[config.mk]
export PLATFORM = sky130hd
export DESIGN_NAME = tnsd_flags
export DESIGN_NICKNAME = d
export VERILOG_FILES = /design/src/logic/tnsd_pkg.sv /design/src/logic/tnsd_flags.sv
export VERILOG_INCLUDE_DIRS = /design/src /design/src/logic
export SDC_FILE = /design/constraint.sdc
export NUM_CORES = 1
export LEC_CHECK = 0
export BUFFER_PORTS_ARGS = -buffer_cell sky130_fd_sc_hd__clkbuf_2
export CORE_MARGIN = 1.5
export CORE_UTILIZATION = 42
export CTS_CLUSTER_DIAMETER = 40
export DETAILED_ROUTE_END_ITERATION = 8
export GPL_TIMING_DRIVEN = 0
export PLACE_DENSITY = 0.67
export SYNTH_ARGS = -nofsm -noshare
export SYNTH_HDL_FRONTEND = slang
export SYNTH_SLANG_ARGS = --single-unit
[constraint.sdc]
create_clock -name pclk -period 4.21 [get_ports pclk]
set_clock_uncertainty 0.05 [all_clocks]
set_input_delay 0.842 -clock pclk [delete_from_list [all_inputs] [get_ports pclk]]
set_output_delay 0.842 -clock pclk [all_outputs]
set_load 0.02 [all_outputs]
[src/logic/tnsd_defs.svh]
// Constants for the token network status and diagnostic flag block.
`ifndef TNSD_DEFS_SVH
`define TNSD_DEFS_SVH

// Register byte offsets.
`define TNSD_OFF_STATUS 8'h00
`define TNSD_OFF_DIAG 8'h04
`define TNSD_OFF_CMD 8'h08
`define TNSD_OFF_MASK 8'h0C
`define TNSD_OFF_NODE_ID 8'h10
`define TNSD_OFF_TENT_ID 8'h14
`define TNSD_OFF_NEXT_ID 8'h18
`define TNSD_OFF_CTRL 8'h1C

// Status register bit positions.
`define TNSD_ST_RX_INH 7
`define TNSD_ST_RESET 4
`define TNSD_ST_TEST 3
`define TNSD_ST_REBUILD 2
`define TNSD_ST_TX_ACK 1
`define TNSD_ST_TX_AVAIL 0

// Diagnostic register bit positions.
`define TNSD_DG_SELF_REBUILD 7
`define TNSD_DG_DUP_ID 6
`define TNSD_DG_RX_ACT 5
`define TNSD_DG_TOKEN 4
`define TNSD_DG_EXC_NAK 3
`define TNSD_DG_TENT 2
`define TNSD_DG_NEXT_CHG 1

// Mask register bit positions.
`define TNSD_MK_TX_AVAIL 0
`define TNSD_MK_REBUILD 2
`define TNSD_MK_EXC_NAK 3
`define TNSD_MK_NEXT_CHG 4
`define TNSD_MK_RX_INH 7

// Command codes: low three bits select enable and clear; the disable codes must match the whole byte.
`define TNSD_CMD_DIS_TX 8'h01
`define TNSD_CMD_DIS_RX 8'h02
`define TNSD_CMD_EN_TX 3'h3
`define TNSD_CMD_EN_RX 3'h4
`define TNSD_CMD_CLR_FLAGS 3'h6

// Reset values.
`define TNSD_RST_MASK 8'h00
`define TNSD_RST_ID 8'h00
`define TNSD_RST_CTRL 8'h00

// Timing and counts.
`define TNSD_CLK_PERIOD_NS 40
`define TNSD_IDLE_TIME_NS 656000
`define TNSD_NAK_LIMIT_LONG 8'h80
`define TNSD_NAK_LIMIT_SHORT 8'h04

`endif

[src/logic/tnsd_pkg.sv]
// Types shared by the token network status and diagnostic flag block.
`default_nettype none
package tnsd_pkg;

  // Pulses from the protocol engine and its timers, one cycle each, except the broadcast and on_line levels.
  typedef struct packed {
    logic token_rx;          // This node received the token.
    logic last_byte_sent;    // Last byte of the scheduled packet left.
    logic ack_rx;            // Destination acknowledged our packet.
    logic broadcast;         // Packet in flight is a broadcast (level).
    logic lost_token_to;     // Lost token timer expired.
    logic nak_rx;            // NAK answered a free buffer enquiry.
    logic enq_ok;            // Free buffer enquiry got a positive answer.
    logic packet_stored;     // A received packet was stored to RAM.
    logic soft_reset;        // Software reset executed.
    logic on_line;           // Transmitter enabled (level).
  } tnsd_evt_t;

  // A token observed on the line.
  typedef struct packed {
    logic seen;              // Token observed, one-cycle pulse.
    logic from_other;        // Sender is another node.
    logic [7:0] dest_id1;    // First destination ID character.
    logic [7:0] dest_id2;    // Second destination ID character.
    logic zeros_ok;          // Trailing zeros checked out.
    logic response;          // A response to this token occurred.
  } tnsd_token_t;

  // Next ID update from the protocol engine.
  typedef struct packed {
    logic valid;             // Update strobe.
    logic [7:0] id;          // New next ID.
  } tnsd_next_t;

endpackage : tnsd_pkg
`default_nettype wire

[src/logic/tnsd_flags.sv]
// Status and diagnostic flag register bank with APB slave.
//
// Decided for this implementation: the APB register port and the register addresses.
`include "tnsd_defs.svh"
`timescale 1ns/10ps
`default_nettype none
module tnsd_flags #(
  parameter int unsigned IDLE_CYCLES = `TNSD_IDLE_TIME_NS / `TNSD_CLK_PERIOD_NS
) (
  input wire logic pclk,                        // Clock, 25 MHz.
  input wire logic presetn,                     // Asynchronous reset, active low.
  input wire logic psel,                        // APB select.
  input wire logic penable,                     // APB enable.
  input wire logic pwrite,                      // APB direction.
  input wire logic [7:0] paddr,                 // APB byte address.
  input wire logic [31:0] pwdata,               // APB write data.
  output logic [31:0] prdata,                   // APB read data.
  output logic pready,                          // APB ready.
  output logic pslverr,                         // APB error on unmapped address.
  input wire tnsd_pkg::tnsd_evt_t evt,          // Protocol engine events.
  input wire tnsd_pkg::tnsd_token_t tok,        // Observed token.
  input wire tnsd_pkg::tnsd_next_t nxt,         // Next ID update.
  input wire logic receive_line_input,          // Receive line pin, asynchronous.
  output logic irq,                             // Interrupt request, active high.
  output logic receiver_inhibited_flag,         // Receiver inhibited: answer with NAK.
  output logic tx_pending                       // Enable-transmit waits for token.
);

  // Address decode shared by read and write paths.
  // mapped() feeds the error flag.
  function automatic logic hit(input logic [7:0] a, input logic [7:0] off);
    hit = (a == off);
  endfunction

  function automatic logic mapped(input logic [7:0] a);
    mapped = hit(a, `TNSD_OFF_STATUS) | hit(a, `TNSD_OFF_DIAG) | hit(a, `TNSD_OFF_CMD) |
             hit(a, `TNSD_OFF_MASK) | hit(a, `TNSD_OFF_NODE_ID) | hit(a, `TNSD_OFF_TENT_ID) |
             hit(a, `TNSD_OFF_NEXT_ID) | hit(a, `TNSD_OFF_CTRL);
  endfunction

  // Bus decode strobes.
  logic access_w;
  logic access_r;
  logic setup;
  logic cmd_wr;
  logic clr_flags;
  logic en_tx_cmd;
  logic en_rx_cmd;
  logic dis_tx_cmd;
  logic dis_rx_cmd;
  logic node_zero_wr;
  logic diag_rd;
  logic next_rd;

  // Line input and counters.
  logic rx_sync1_q;
  logic rx_sync2_q;
  logic [14:0] idle_cnt_q;
  logic idle_expire;
  logic [7:0] nak_cnt_q;
  logic [7:0] nak_limit;
  logic nak_hit;

  // Status flags and token waits.
  logic reset_flag_q;
  logic rebuild_q;
  logic tx_acked_flag_q;
  logic tx_available_flag_q;
  logic rx_inh_q;
  logic dis_tx_pend_q;
  logic dis_rx_pend_q;
  logic tx_pend_q;

  // Diagnostic flags.
  logic self_caused_rebuild_flag_q;
  logic duplicate_node_id_flag_q;
  logic receive_activity_flag_q;
  logic token_seen_q;
  logic excessive_nak_flag_q;
  logic tentative_id_match_flag_q;
  logic next_id_changed_flag_q;

  // Software registers.
  logic [7:0] interrupt_mask_register_q;
  logic [7:0] node_id_q;
  logic [7:0] tent_id_q;
  logic [7:0] next_id_q;
  logic [7:0] ctrl_q;

  // Read path and interrupt.
  logic [7:0] status_v;
  logic [7:0] diag_v;
  logic [31:0] rdata_d;
  logic [31:0] prdata_q;
  logic pslverr_q;
  logic irq_q;
  logic [7:0] diag_clr;
  logic next_stale_q;

  // Zero wait states: the answer comes in the first access cycle.
  // So read data is latched at setup.
  assign setup = psel & ~penable;
  assign access_w = psel & penable & pwrite;
  assign access_r = psel & penable & ~pwrite;
  assign pready = 1'b1;
  assign prdata = prdata_q;
  assign pslverr = pslverr_q;

  // Write and read side effect strobes, all taken at the access edge.
  assign cmd_wr = access_w & hit(paddr, `TNSD_OFF_CMD);
  assign clr_flags = cmd_wr & (pwdata[2:0] == `TNSD_CMD_CLR_FLAGS);
  // Bit 7 must be clear.
  assign en_tx_cmd = cmd_wr & (pwdata[2:0] == `TNSD_CMD_EN_TX) & ~pwdata[7];
  assign en_rx_cmd = cmd_wr & (pwdata[2:0] == `TNSD_CMD_EN_RX);
  assign dis_tx_cmd = cmd_wr & (pwdata[7:0] == `TNSD_CMD_DIS_TX);
  assign dis_rx_cmd = cmd_wr & (pwdata[7:0] == `TNSD_CMD_DIS_RX);
  assign node_zero_wr = access_w & hit(paddr, `TNSD_OFF_NODE_ID) & (pwdata[7:0] == 8'h00);
  assign diag_rd = access_r & hit(paddr, `TNSD_OFF_DIAG);
  assign next_rd = access_r & hit(paddr, `TNSD_OFF_NEXT_ID);

  // A read clears only the flags that it returned; an event
  // at the setup edge would otherwise be lost.
  assign diag_clr = diag_rd ? prdata_q[7:0] : 8'h00;

  // A next ID update at the setup edge is not in the read data,
  // so that read must leave the changed flag set.
  always_ff @(posedge pclk or negedge presetn) begin
    if (!presetn) begin
      next_stale_q <= 1'b0;
    end else if (setup) begin
      next_stale_q <= nxt.valid;
    end
  end

  // Receive line synchroniser; only the second stage is used.
  // The first stage may be metastable.
  always_ff @(posedge pclk or negedge presetn) begin
    if (!presetn) begin
      rx_sync1_q <= 1'b0;
      rx_sync2_q <= 1'b0;
    end else begin
      rx_sync1_q <= receive_line_input;
      rx_sync2_q <= rx_sync1_q;
    end
  end

  // line idle timer: restarts on any activity and after each expiry.
  // Expiry restarts it, so a dead line sets it each period.
  assign idle_expire = (idle_cnt_q == 15'(IDLE_CYCLES - 1));
  always_ff @(posedge pclk or negedge presetn) begin
    if (!presetn) begin
      idle_cnt_q <= 15'h0000;
    end else if (rx_sync2_q || idle_expire) begin
      idle_cnt_q <= 15'h0000;
    end else begin
      idle_cnt_q <= idle_cnt_q + 15'h0001;
    end
  end

  // NAK counter: a positive enquiry answer restarts the count.
  // A limit change acts at once on the running count.
  assign nak_limit = ctrl_q[0] ? `TNSD_NAK_LIMIT_SHORT : `TNSD_NAK_LIMIT_LONG;
  assign nak_hit = evt.nak_rx & (nak_cnt_q == nak_limit - 8'h01);
  always_ff @(posedge pclk or negedge presetn) begin
    if (!presetn) begin
      nak_cnt_q <= 8'h00;
    end else if (evt.enq_ok || nak_hit) begin
      nak_cnt_q <= 8'h00;
    end else if (evt.nak_rx) begin
      nak_cnt_q <= nak_cnt_q + 8'h01;
    end
  end

  // Software registers: mask, IDs and control. Next ID follows the engine.
  // Control keeps only bit 0, the NAK limit select.
  always_ff @(posedge pclk or negedge presetn) begin
    if (!presetn) begin
      interrupt_mask_register_q <= `TNSD_RST_MASK;
      node_id_q <= `TNSD_RST_ID;
      tent_id_q <= `TNSD_RST_ID;
      ctrl_q <= `TNSD_RST_CTRL;
      next_id_q <= `TNSD_RST_ID;
    end else begin
      if (access_w && hit(paddr, `TNSD_OFF_MASK)) interrupt_mask_register_q <= pwdata[7:0];
      if (access_w && hit(paddr, `TNSD_OFF_NODE_ID)) node_id_q <= pwdata[7:0];
      if (access_w && hit(paddr, `TNSD_OFF_TENT_ID)) tent_id_q <= pwdata[7:0];
      if (access_w && hit(paddr, `TNSD_OFF_CTRL)) ctrl_q <= {7'h00, pwdata[0]};
      if (nxt.valid) next_id_q <= nxt.id;
    end
  end

  // Status flags. Everywhere a set in the same cycle beats a clear.
  // Reset leaves reset flag and available set.
  always_ff @(posedge pclk or negedge presetn) begin
    if (!presetn) begin
      reset_flag_q <= 1'b1;
      rebuild_q <= 1'b0;
      tx_acked_flag_q <= 1'b0;
      tx_available_flag_q <= 1'b1;
    end else begin
      reset_flag_q <= (reset_flag_q & ~clr_flags) | evt.soft_reset | node_zero_wr;
      rebuild_q <= (rebuild_q & ~clr_flags) | idle_expire;
      tx_acked_flag_q <= (tx_acked_flag_q & ~en_tx_cmd) | (evt.ack_rx & ~evt.broadcast);
      // cleared at the token; set on last byte or disable.
      tx_available_flag_q <= (tx_available_flag_q & ~(tx_pend_q & evt.token_rx)) |
                             evt.last_byte_sent | (dis_tx_pend_q & evt.token_rx);
    end
  end

  // Pending commands wait for the next token. Disable cancels a pending enable.
  // A command in a token cycle waits for the next token.
  always_ff @(posedge pclk or negedge presetn) begin
    if (!presetn) begin
      tx_pend_q <= 1'b0;
      dis_tx_pend_q <= 1'b0;
      dis_rx_pend_q <= 1'b0;
    end else begin
      tx_pend_q <= en_tx_cmd | (tx_pend_q & ~evt.token_rx & ~dis_tx_cmd);
      dis_tx_pend_q <= dis_tx_cmd | (dis_tx_pend_q & ~evt.token_rx & ~en_tx_cmd);
      dis_rx_pend_q <= dis_rx_cmd | (dis_rx_pend_q & ~evt.token_rx & ~en_rx_cmd);
    end
  end

  // receiver inhibited from reset until enable-receive.
  // A stored packet or deferred disable sets it again.
  always_ff @(posedge pclk or negedge presetn) begin
    if (!presetn) begin
      rx_inh_q <= 1'b1;
    end else begin
      rx_inh_q <= (rx_inh_q & ~en_rx_cmd) | evt.packet_stored | (dis_rx_pend_q & evt.token_rx);
    end
  end

  // Diagnostic flags; only excessive NAK waits for clear-flags.
  always_ff @(posedge pclk or negedge presetn) begin
    if (!presetn) begin
      self_caused_rebuild_flag_q <= 1'b0;
      duplicate_node_id_flag_q <= 1'b0;
      receive_activity_flag_q <= 1'b0;
      token_seen_q <= 1'b0;
      excessive_nak_flag_q <= 1'b0;
      tentative_id_match_flag_q <= 1'b0;
      next_id_changed_flag_q <= 1'b0;
    end else begin
      self_caused_rebuild_flag_q <= (self_caused_rebuild_flag_q & ~diag_clr[`TNSD_DG_SELF_REBUILD]) |
        evt.lost_token_to;
      // duplicate match; read clears, on line token sets.
      // Off line only a true duplicate sets it.
      duplicate_node_id_flag_q <= (duplicate_node_id_flag_q & ~diag_clr[`TNSD_DG_DUP_ID]) |
        (tok.seen & tok.response & tok.zeros_ok & (tok.dest_id1 == node_id_q) &
         (tok.dest_id2 == node_id_q)) | (evt.on_line & evt.token_rx);
      // logic one activity on the line.
      receive_activity_flag_q <= (receive_activity_flag_q & ~diag_clr[`TNSD_DG_RX_ACT]) |
        rx_sync2_q;
      token_seen_q <= (token_seen_q & ~diag_clr[`TNSD_DG_TOKEN]) |
        (tok.seen & tok.from_other);
      excessive_nak_flag_q <= (excessive_nak_flag_q & ~clr_flags) | nak_hit;
      // only the first destination ID is compared.
      tentative_id_match_flag_q <= (tentative_id_match_flag_q & ~diag_clr[`TNSD_DG_TENT]) |
        (tok.seen & tok.response & (tok.dest_id1 == tent_id_q));
      // next ID read clears, diagnostic read does not.
      next_id_changed_flag_q <= (next_id_changed_flag_q & ~(next_rd & ~next_stale_q)) | nxt.valid;
    end
  end

  // Read views of the two flag registers.
  always_comb begin
    status_v = 8'h00;
    status_v[`TNSD_ST_RX_INH] = rx_inh_q;
    status_v[`TNSD_ST_RESET] = reset_flag_q;
    status_v[`TNSD_ST_TEST] = 1'b0;
    status_v[`TNSD_ST_REBUILD] = rebuild_q;
    status_v[`TNSD_ST_TX_ACK] = tx_acked_flag_q;
    status_v[`TNSD_ST_TX_AVAIL] = tx_available_flag_q;

    // Bit 0 is reserved and reads zero.
    diag_v = 8'h00;
    diag_v[`TNSD_DG_SELF_REBUILD] = self_caused_rebuild_flag_q;
    diag_v[`TNSD_DG_DUP_ID] = duplicate_node_id_flag_q;
    diag_v[`TNSD_DG_RX_ACT] = receive_activity_flag_q;
    diag_v[`TNSD_DG_TOKEN] = token_seen_q;
    diag_v[`TNSD_DG_EXC_NAK] = excessive_nak_flag_q;
    diag_v[`TNSD_DG_TENT] = tentative_id_match_flag_q;
    diag_v[`TNSD_DG_NEXT_CHG] = next_id_changed_flag_q;
  end

  // Read mux; the command register is write only and reads zero.
  // Unmapped offsets read zero as well.
  always_comb begin
    rdata_d = 32'h0000_0000;
    unique case (paddr)
      `TNSD_OFF_STATUS: rdata_d = {24'h000000, status_v};
      `TNSD_OFF_DIAG: rdata_d = {24'h000000, diag_v};
      `TNSD_OFF_MASK: rdata_d = {24'h000000, interrupt_mask_register_q};
      `TNSD_OFF_NODE_ID: rdata_d = {24'h000000, node_id_q};
      `TNSD_OFF_TENT_ID: rdata_d = {24'h000000, tent_id_q};
      `TNSD_OFF_NEXT_ID: rdata_d = {24'h000000, next_id_q};
      `TNSD_OFF_CTRL: rdata_d = {24'h000000, ctrl_q};
      default: rdata_d = 32'h0000_0000;
    endcase
  end

  // Read data and error are captured in the setup cycle so they come from flops.
  // Writes load zero, so no stale data shows.
  always_ff @(posedge pclk or negedge presetn) begin
    if (!presetn) begin
      prdata_q <= 32'h0000_0000;
      pslverr_q <= 1'b0;
    end else if (setup) begin
      prdata_q <= pwrite ? 32'h0000_0000 : rdata_d;
      pslverr_q <= ~mapped(paddr);
    end
  end

  // masked OR of interrupt flags, registered each clock.
  // Registered: one cycle late but glitch free.
  always_ff @(posedge pclk or negedge presetn) begin
    if (!presetn) begin
      irq_q <= 1'b0;
    end else begin
      irq_q <= (tx_available_flag_q & interrupt_mask_register_q[`TNSD_MK_TX_AVAIL]) |
               (rebuild_q & interrupt_mask_register_q[`TNSD_MK_REBUILD]) |
               (excessive_nak_flag_q & interrupt_mask_register_q[`TNSD_MK_EXC_NAK]) |
               (next_id_changed_flag_q & interrupt_mask_register_q[`TNSD_MK_NEXT_CHG]) |
               (rx_inh_q & interrupt_mask_register_q[`TNSD_MK_RX_INH]);
    end
  end

  // Outputs come straight from flops.
  assign irq = irq_q;
  assign receiver_inhibited_flag = rx_inh_q;
  assign tx_pending = tx_pend_q;

endmodule // tnsd_flags
`default_nettype wire

### Yosys cells after proc, flatten, opt, wreduce, memory -nomap -nowiden

Cells that the tools add are included.

* $add $sub $neg: 3
* equality and inequality tests: 17
* muxes and demuxes: 7
* bitwise logic cells: 99
* reductions and logical operators: 9

Operator list (number)
* $pmux W8 S7: 1
* $and A1 B1 Y1: 51
* $eq A8 B5 Y1 const B: 4
* $eq A8 B8 Y1: 4
* $mux W32: 1
* $mux W8: 4
* $or A1 B1 Y1: 30
* $not A1 Y1: 18
* $eq A8 B4 Y1 const B: 2
* $logic_not A8 Y1: 2
* $add A15 B1 Y15 const B: 1
* $eq A15 B15 Y1 const B: 1
* $mux W15: 1
* $add A8 B1 Y8 const B: 1
* $eq A8 B1 Y1 const B: 1
* $eq A8 B2 Y1 const B: 1
* $eq A8 B3 Y1 const B: 1
* $sub A8 B1 Y8 const B: 1
* $eq A3 B3 Y1 const B: 2
* $logic_and A1 B1 Y1: 4
* $eq A3 B2 Y1 const B: 1
* $logic_or A1 B1 Y1: 2
* $reduce_bool A2 Y1: 1

* register bits after elaboration: 108
* input bits: 85
* output and inout bits: 37
* logic and storage cells: 163

### Logic depth before layout (Yosys ltp)

* word-level depth: 9
* mapped depth: 7
* gate-level depth less buffers: 5

### Least setup slack after synthesis

OpenSTA, ideal clock, no wires.

* path type: input -> register
* start: input port paddr[5]
* end: register reset_flag_q
* library setup time: 0.082 ns
* arrival: 2.589 ns
* required time: 4.078 ns
* path slack: 1.489 ns
* stages: 6
* path buffers: 2
* cells stage by stage: or3_1 buf_2 or4_1 buf_2 or3_4 a211o_1

* word-level cells in the longest chain between the ends: 7
* elaborated cells on any way between the ends: 10
* classes of those cells: eq/ne (2); bitwise (8)

RTL lines
* start, declared: line tnsd_flags.sv:15 `input wire logic [7:0] paddr,`
* $eq A8 B4 Y1: line tnsd_flags.sv:32 `hit = (a == off);`
* $and A1 B1 Y1: line tnsd_flags.sv:110 `` assign cmd_wr = access_w & hit(paddr, `TNSD_OFF_CMD); ``
* $and A1 B1 Y1: line tnsd_flags.sv:111 `` assign clr_flags = cmd_wr & (pwdata[2:0] == `TNSD_CMD_CLR_FLAGS); ``
* $not A1 Y1: line tnsd_flags.sv:201 `reset_flag_q <= (reset_flag_q & ~clr_flags) | evt.soft_reset | node_zero_wr;`
* $and A1 B1 Y1: line tnsd_flags.sv:201
* $or A1 B1 Y1: line tnsd_flags.sv:201
* $or A1 B1 Y1 (*): line tnsd_flags.sv:201
* end signal, assigned: line tnsd_flags.sv:201
* end, declared: line tnsd_flags.sv:65 `logic reset_flag_q;`

Mark *: on every way between the ends. The rest lies on a longest branch, timed or not.
A chain may end at the register's enable or synchronous reset.

### Worst setup path after layout

* start: input port paddr[5]
* end: register prdata_q[4] (netlist: prdata[4])

* word-level cells in the longest chain between the ends: 3
* elaborated cells on any way between the ends: 9
* classes of those cells: eq/ne (6); mux (2); reduce/logical (1)

RTL lines
* $eq A8 B5 Y1, or another cell as far along: line tnsd_flags.sv:291 `unique case (paddr)`
* $pmux W8 S7 (*): line tnsd_flags.sv:291
* $mux W32 (*): line tnsd_flags.sv:310 `prdata_q <= pwrite ? 32'h0000_0000 : rdata_d;`
* end signal, assigned: line tnsd_flags.sv:310
* end, declared: line tnsd_flags.sv:94 `logic [31:0] prdata_q;`

Marked as above.

==> impl_results.md <==
- Routed Antenna Nets: 0
- # nets final: 609
- Largest net degree at the start of global routing: 59
- Syn Area/Cell: 10.6 sq um
- Clk buf depth: 2
- Vias in the first global route: 3,403
- Required @ worst endpoint: 4.41 ns
- Share of cells above drive strength 1: 0.306
- Status: complete, no violations
- Crit share post-route: 0.680
- Max Cap Viol: 0
- Core Region: 0.0103 sq mm
- Crit-path slowest cell: nor4_1
- Post-layout minimum cycle time: 2.86 ns
- Sw Share: 0.236
- Ys flop type: dfrtp_1
- Number of remaining DRC errors: 0
- Worst relative slew slack: 0.310
- Post-Place Worst Slack: 1.12 ns
- TritonCTS Buffers: 9
- Total gr overflow: 0
- RSZ-0062 raised after global routing: no
- Top cells by area, synth: dfrtp_1 (46%), mux2_2 (8.9%), buf_4 (4.3%)
- First-pass GRT wire length: 17.2 mm
- Crit-path cells: clkbuf_2 -> or3_1 -> buf_2 -> nor4_1 -> nand2_1 -> o31ai_1
- Worst slew pin tran: 1.03 ns
- Lkg Pwr: 2.49 nW
- Crit. End Element: flop
- Number of synthesized flops with an enable pin: 0
- Max Fclk: 349 MHz
- Final worst slack: 1.35 ns
- Asr flop ratio synth: 1.00
- Synth area leader: dfrtp_1
- Total net switching power: 0.000411 W
- Combinational share of power: 0.104
- FP Rows: 37
- Gpl congestion: 0.849
- CTS tree: built
- Ys Warns: 0
- Worst-Skew Late Latency: 0.35 ns
- Post-CTS Setup Repair Bufs: 0
- Initial antenna violation count: 0
- Crit Path Class: in2reg
- Full die area: 0.0111 sq mm
- Max Fanout on Critical Path: 8
- Port bufs: 69
- Mapped Cells: 418
- Worst Path Arrival: 3.06 ns
- Filler cells: 948
- Final Hold Fails: 0
- Max VDD drop: 0.169 mV
- Clock root buffer: clkbuf_8
- Router iterations before antenna repair: 6
- Cts hold-fix bufs: 0
- Synth top area share: 0.459
- Worst path top cell family by delay: simple AND/OR/NAND/NOR gates
- Final wirelength: 10.6 mm
- Wire per inst: 16.0 um
- CTS H-tree lvls: 3
- Count of pins over their slew limit: 0
- CTS clk-pin slew, worst paths: 0.09 ns
- HP Class: reg2reg
- Sequential Power Share: 0.482
- RR Startpoint: idle_cnt_q[0]
- DR iter-0 viols: 200
- Vias per cell: 5.30
- Via count: 3,513
- DP HPWL: 8.20 mm
- Post-synthesis sequential area ratio: 0.477
- Worst hold path startpoint: rx_sync1_q
- Area grow syn2layout: 20.2%
- Worst Path Buf+Inv: 2
- CTS resizes: 0
- Post-synthesis cell type count: 59
- Max incr delay on CP: 0.84 ns
- Die span in y: 105 um
- Diodes inserted: 0
- Clock Power Share: 0.414
- IO Pins: 122
- GRT Total Usage: 0.198
- Setup_tns: 0 ns
- Cell Area, Synth: 0.00441 sq mm
- CP startpoint: paddr[5]
- Synthesis-stage register bit count: 84
- Starting Density: 0.429
- Die X: 105 um
- Pwr Density: 329 mW/mm^2
- Startpoint type of the worst setup path: input port
- Final setup vio count: 0
- CTS sink cnt: 84
- Cell Int Power: 0.00133 W
cells in the mapped netlist, types with 3 or more instances:
| cell | number |
|---|---|
| dfrtp_1 | 81 |
| nor2_1 | 39 |
| mux2_2 | 35 |
| buf_4 | 25 |
| nand2_1 | 24 |
| o21ai_0 | 15 |
| mux2i_1 | 14 |
| xnor2_1 | 14 |
| nand3_1 | 13 |
| xor2_1 | 12 |
| nand4_1 | 10 |
| nor3_1 | 10 |
| and3_1 | 9 |
| nor4_1 | 8 |
| clkbuf_1 | 7 |
| inv_1 | 7 |
| nand2b_1 | 6 |
| or3_1 | 6 |
| a221oi_1 | 5 |
| o31ai_1 | 5 |
| a21o_1 | 4 |
| and4_1 | 4 |
| buf_1 | 4 |
| nor2b_1 | 4 |
| a21oi_1 | 3 |
| a32oi_1 | 3 |
| buf_2 | 3 |
| dfstp_2 | 3 |
| nor4b_1 | 3 |
| o22a_1 | 3 |
| o22ai_1 | 3 |
area by class of cell:
type / instances / area, sq um / share of cell area
buffer: 39 / 244 / 0.0460
clock buffer: 11 / 151 / 0.0286
clock inverter: 5 / 108 / 0.0203
inverter: 7 / 26.3 / 0.00496
multi-input combinational: 311 / 2120 / 0.400
sequential: 84 / 2110 / 0.397
tap: 136 / 170 / 0.0321
timing repair buffer: 70 / 375 / 0.0708
cell families (layout without fill, tap and decap cells):
logic type                 Yosys count  in the layout  share of synthesized area
AOI/OAI and AO/OA                   58             58                     0.0953
xor gates and xnor gates            26             26                     0.0516
adders and majority gates            2              2                    0.00567
buffers and inverters               46            132                     0.0613
DFF                                 84             84                      0.477
muxes                               50             50                      0.126
other                                2             25                    0.00170
and+or+nand+nor                    150            150                      0.181
state kept, by name (all words and copies together) (netlist names), 8 cells and up:
signal / flops
node_id_q: 8
prdata: 8
idle_cnt_q: 15
tent_id_q: 8
next_id_q: 8
interrupt_mask_register_q: 8
nak_cnt_q: 8
power groups by stage:
stage                     sequential (W)  combinational (W)  clock, W
after global placement          0.000855           0.000175         0
after global routing            0.000843           0.000201  0.000773
after CTS                       0.000840           0.000182  0.000733
after floorplan                 0.000853           0.000105         0
final                           0.000840           0.000181  0.000721
after detailed placement        0.000856           0.000182         0
final timing paths:
check	slack (ns)	cells after the start	endpoint
max in group asynchronous	3.07	2	reset_flag_q
hold reg to reg	0.31	0	rx_sync2_q
setup / recovery	1.35	6	prdata[4]
hold / removal	0.31	0	rx_sync2_q
setup reg to reg	2.15	7	idle_cnt_q[9]
min in group asynchronous	0.39	1	pslverr
stage by stage:
step,hold slack (ns),instances,total power [W],instance area (sq um),util
floorplan,0.281,441,0.000958,4500,-
CTS,0.311,663,0.00176,5300,0.516
global placement,0.288,646,0.00103,5010,0.488
finish,0.305,663,0.00174,5300,0.516
global route,0.335,663,0.00182,5300,0.516
detailed placement,0.287,647,0.00104,5040,0.491
metal layers:
metal	track usage	up-vias	wire, um
met5	0	-	0
met4	0.0598	0	262
met3	0.0532	19	691
met2	0.314	132	4920
met1	0.266	1687	4720
li1	-	1675	-
placed cells by master, fill, tap and decap left out, drive strengths merged, types with 3 or more instances in the layout:
cell    instances
and3            9
buf            33
and4            4
or2             3
a21o            6
nand2          24
xnor2          14
o31ai           5
dfrtp          81
o21ai          15
or3             7
nor4            8
nand3          13
a21oi           3
nor3           10
xor2           12
nor2b           4
o22ai           3
nor2           39
dfstp           3
mux2i          14
nand2b          6
conb           25
mux2           35
clkbuf         87
o22a            3
a32oi           3
nand4          10
bufinv          3
a221oi          5
inv             7
nor4b           3
worst reg2reg max path: stages (launching register included):
cell	delay, ns
dfrtp_1	0.42
ha_1	0.26
and3_1	0.22
and4_1	0.21
or2_2	0.27
clkbuf_1	0.16
clkbuf_1	0.24
nor2_1	0.17
(Power assumes the default switching activity.)
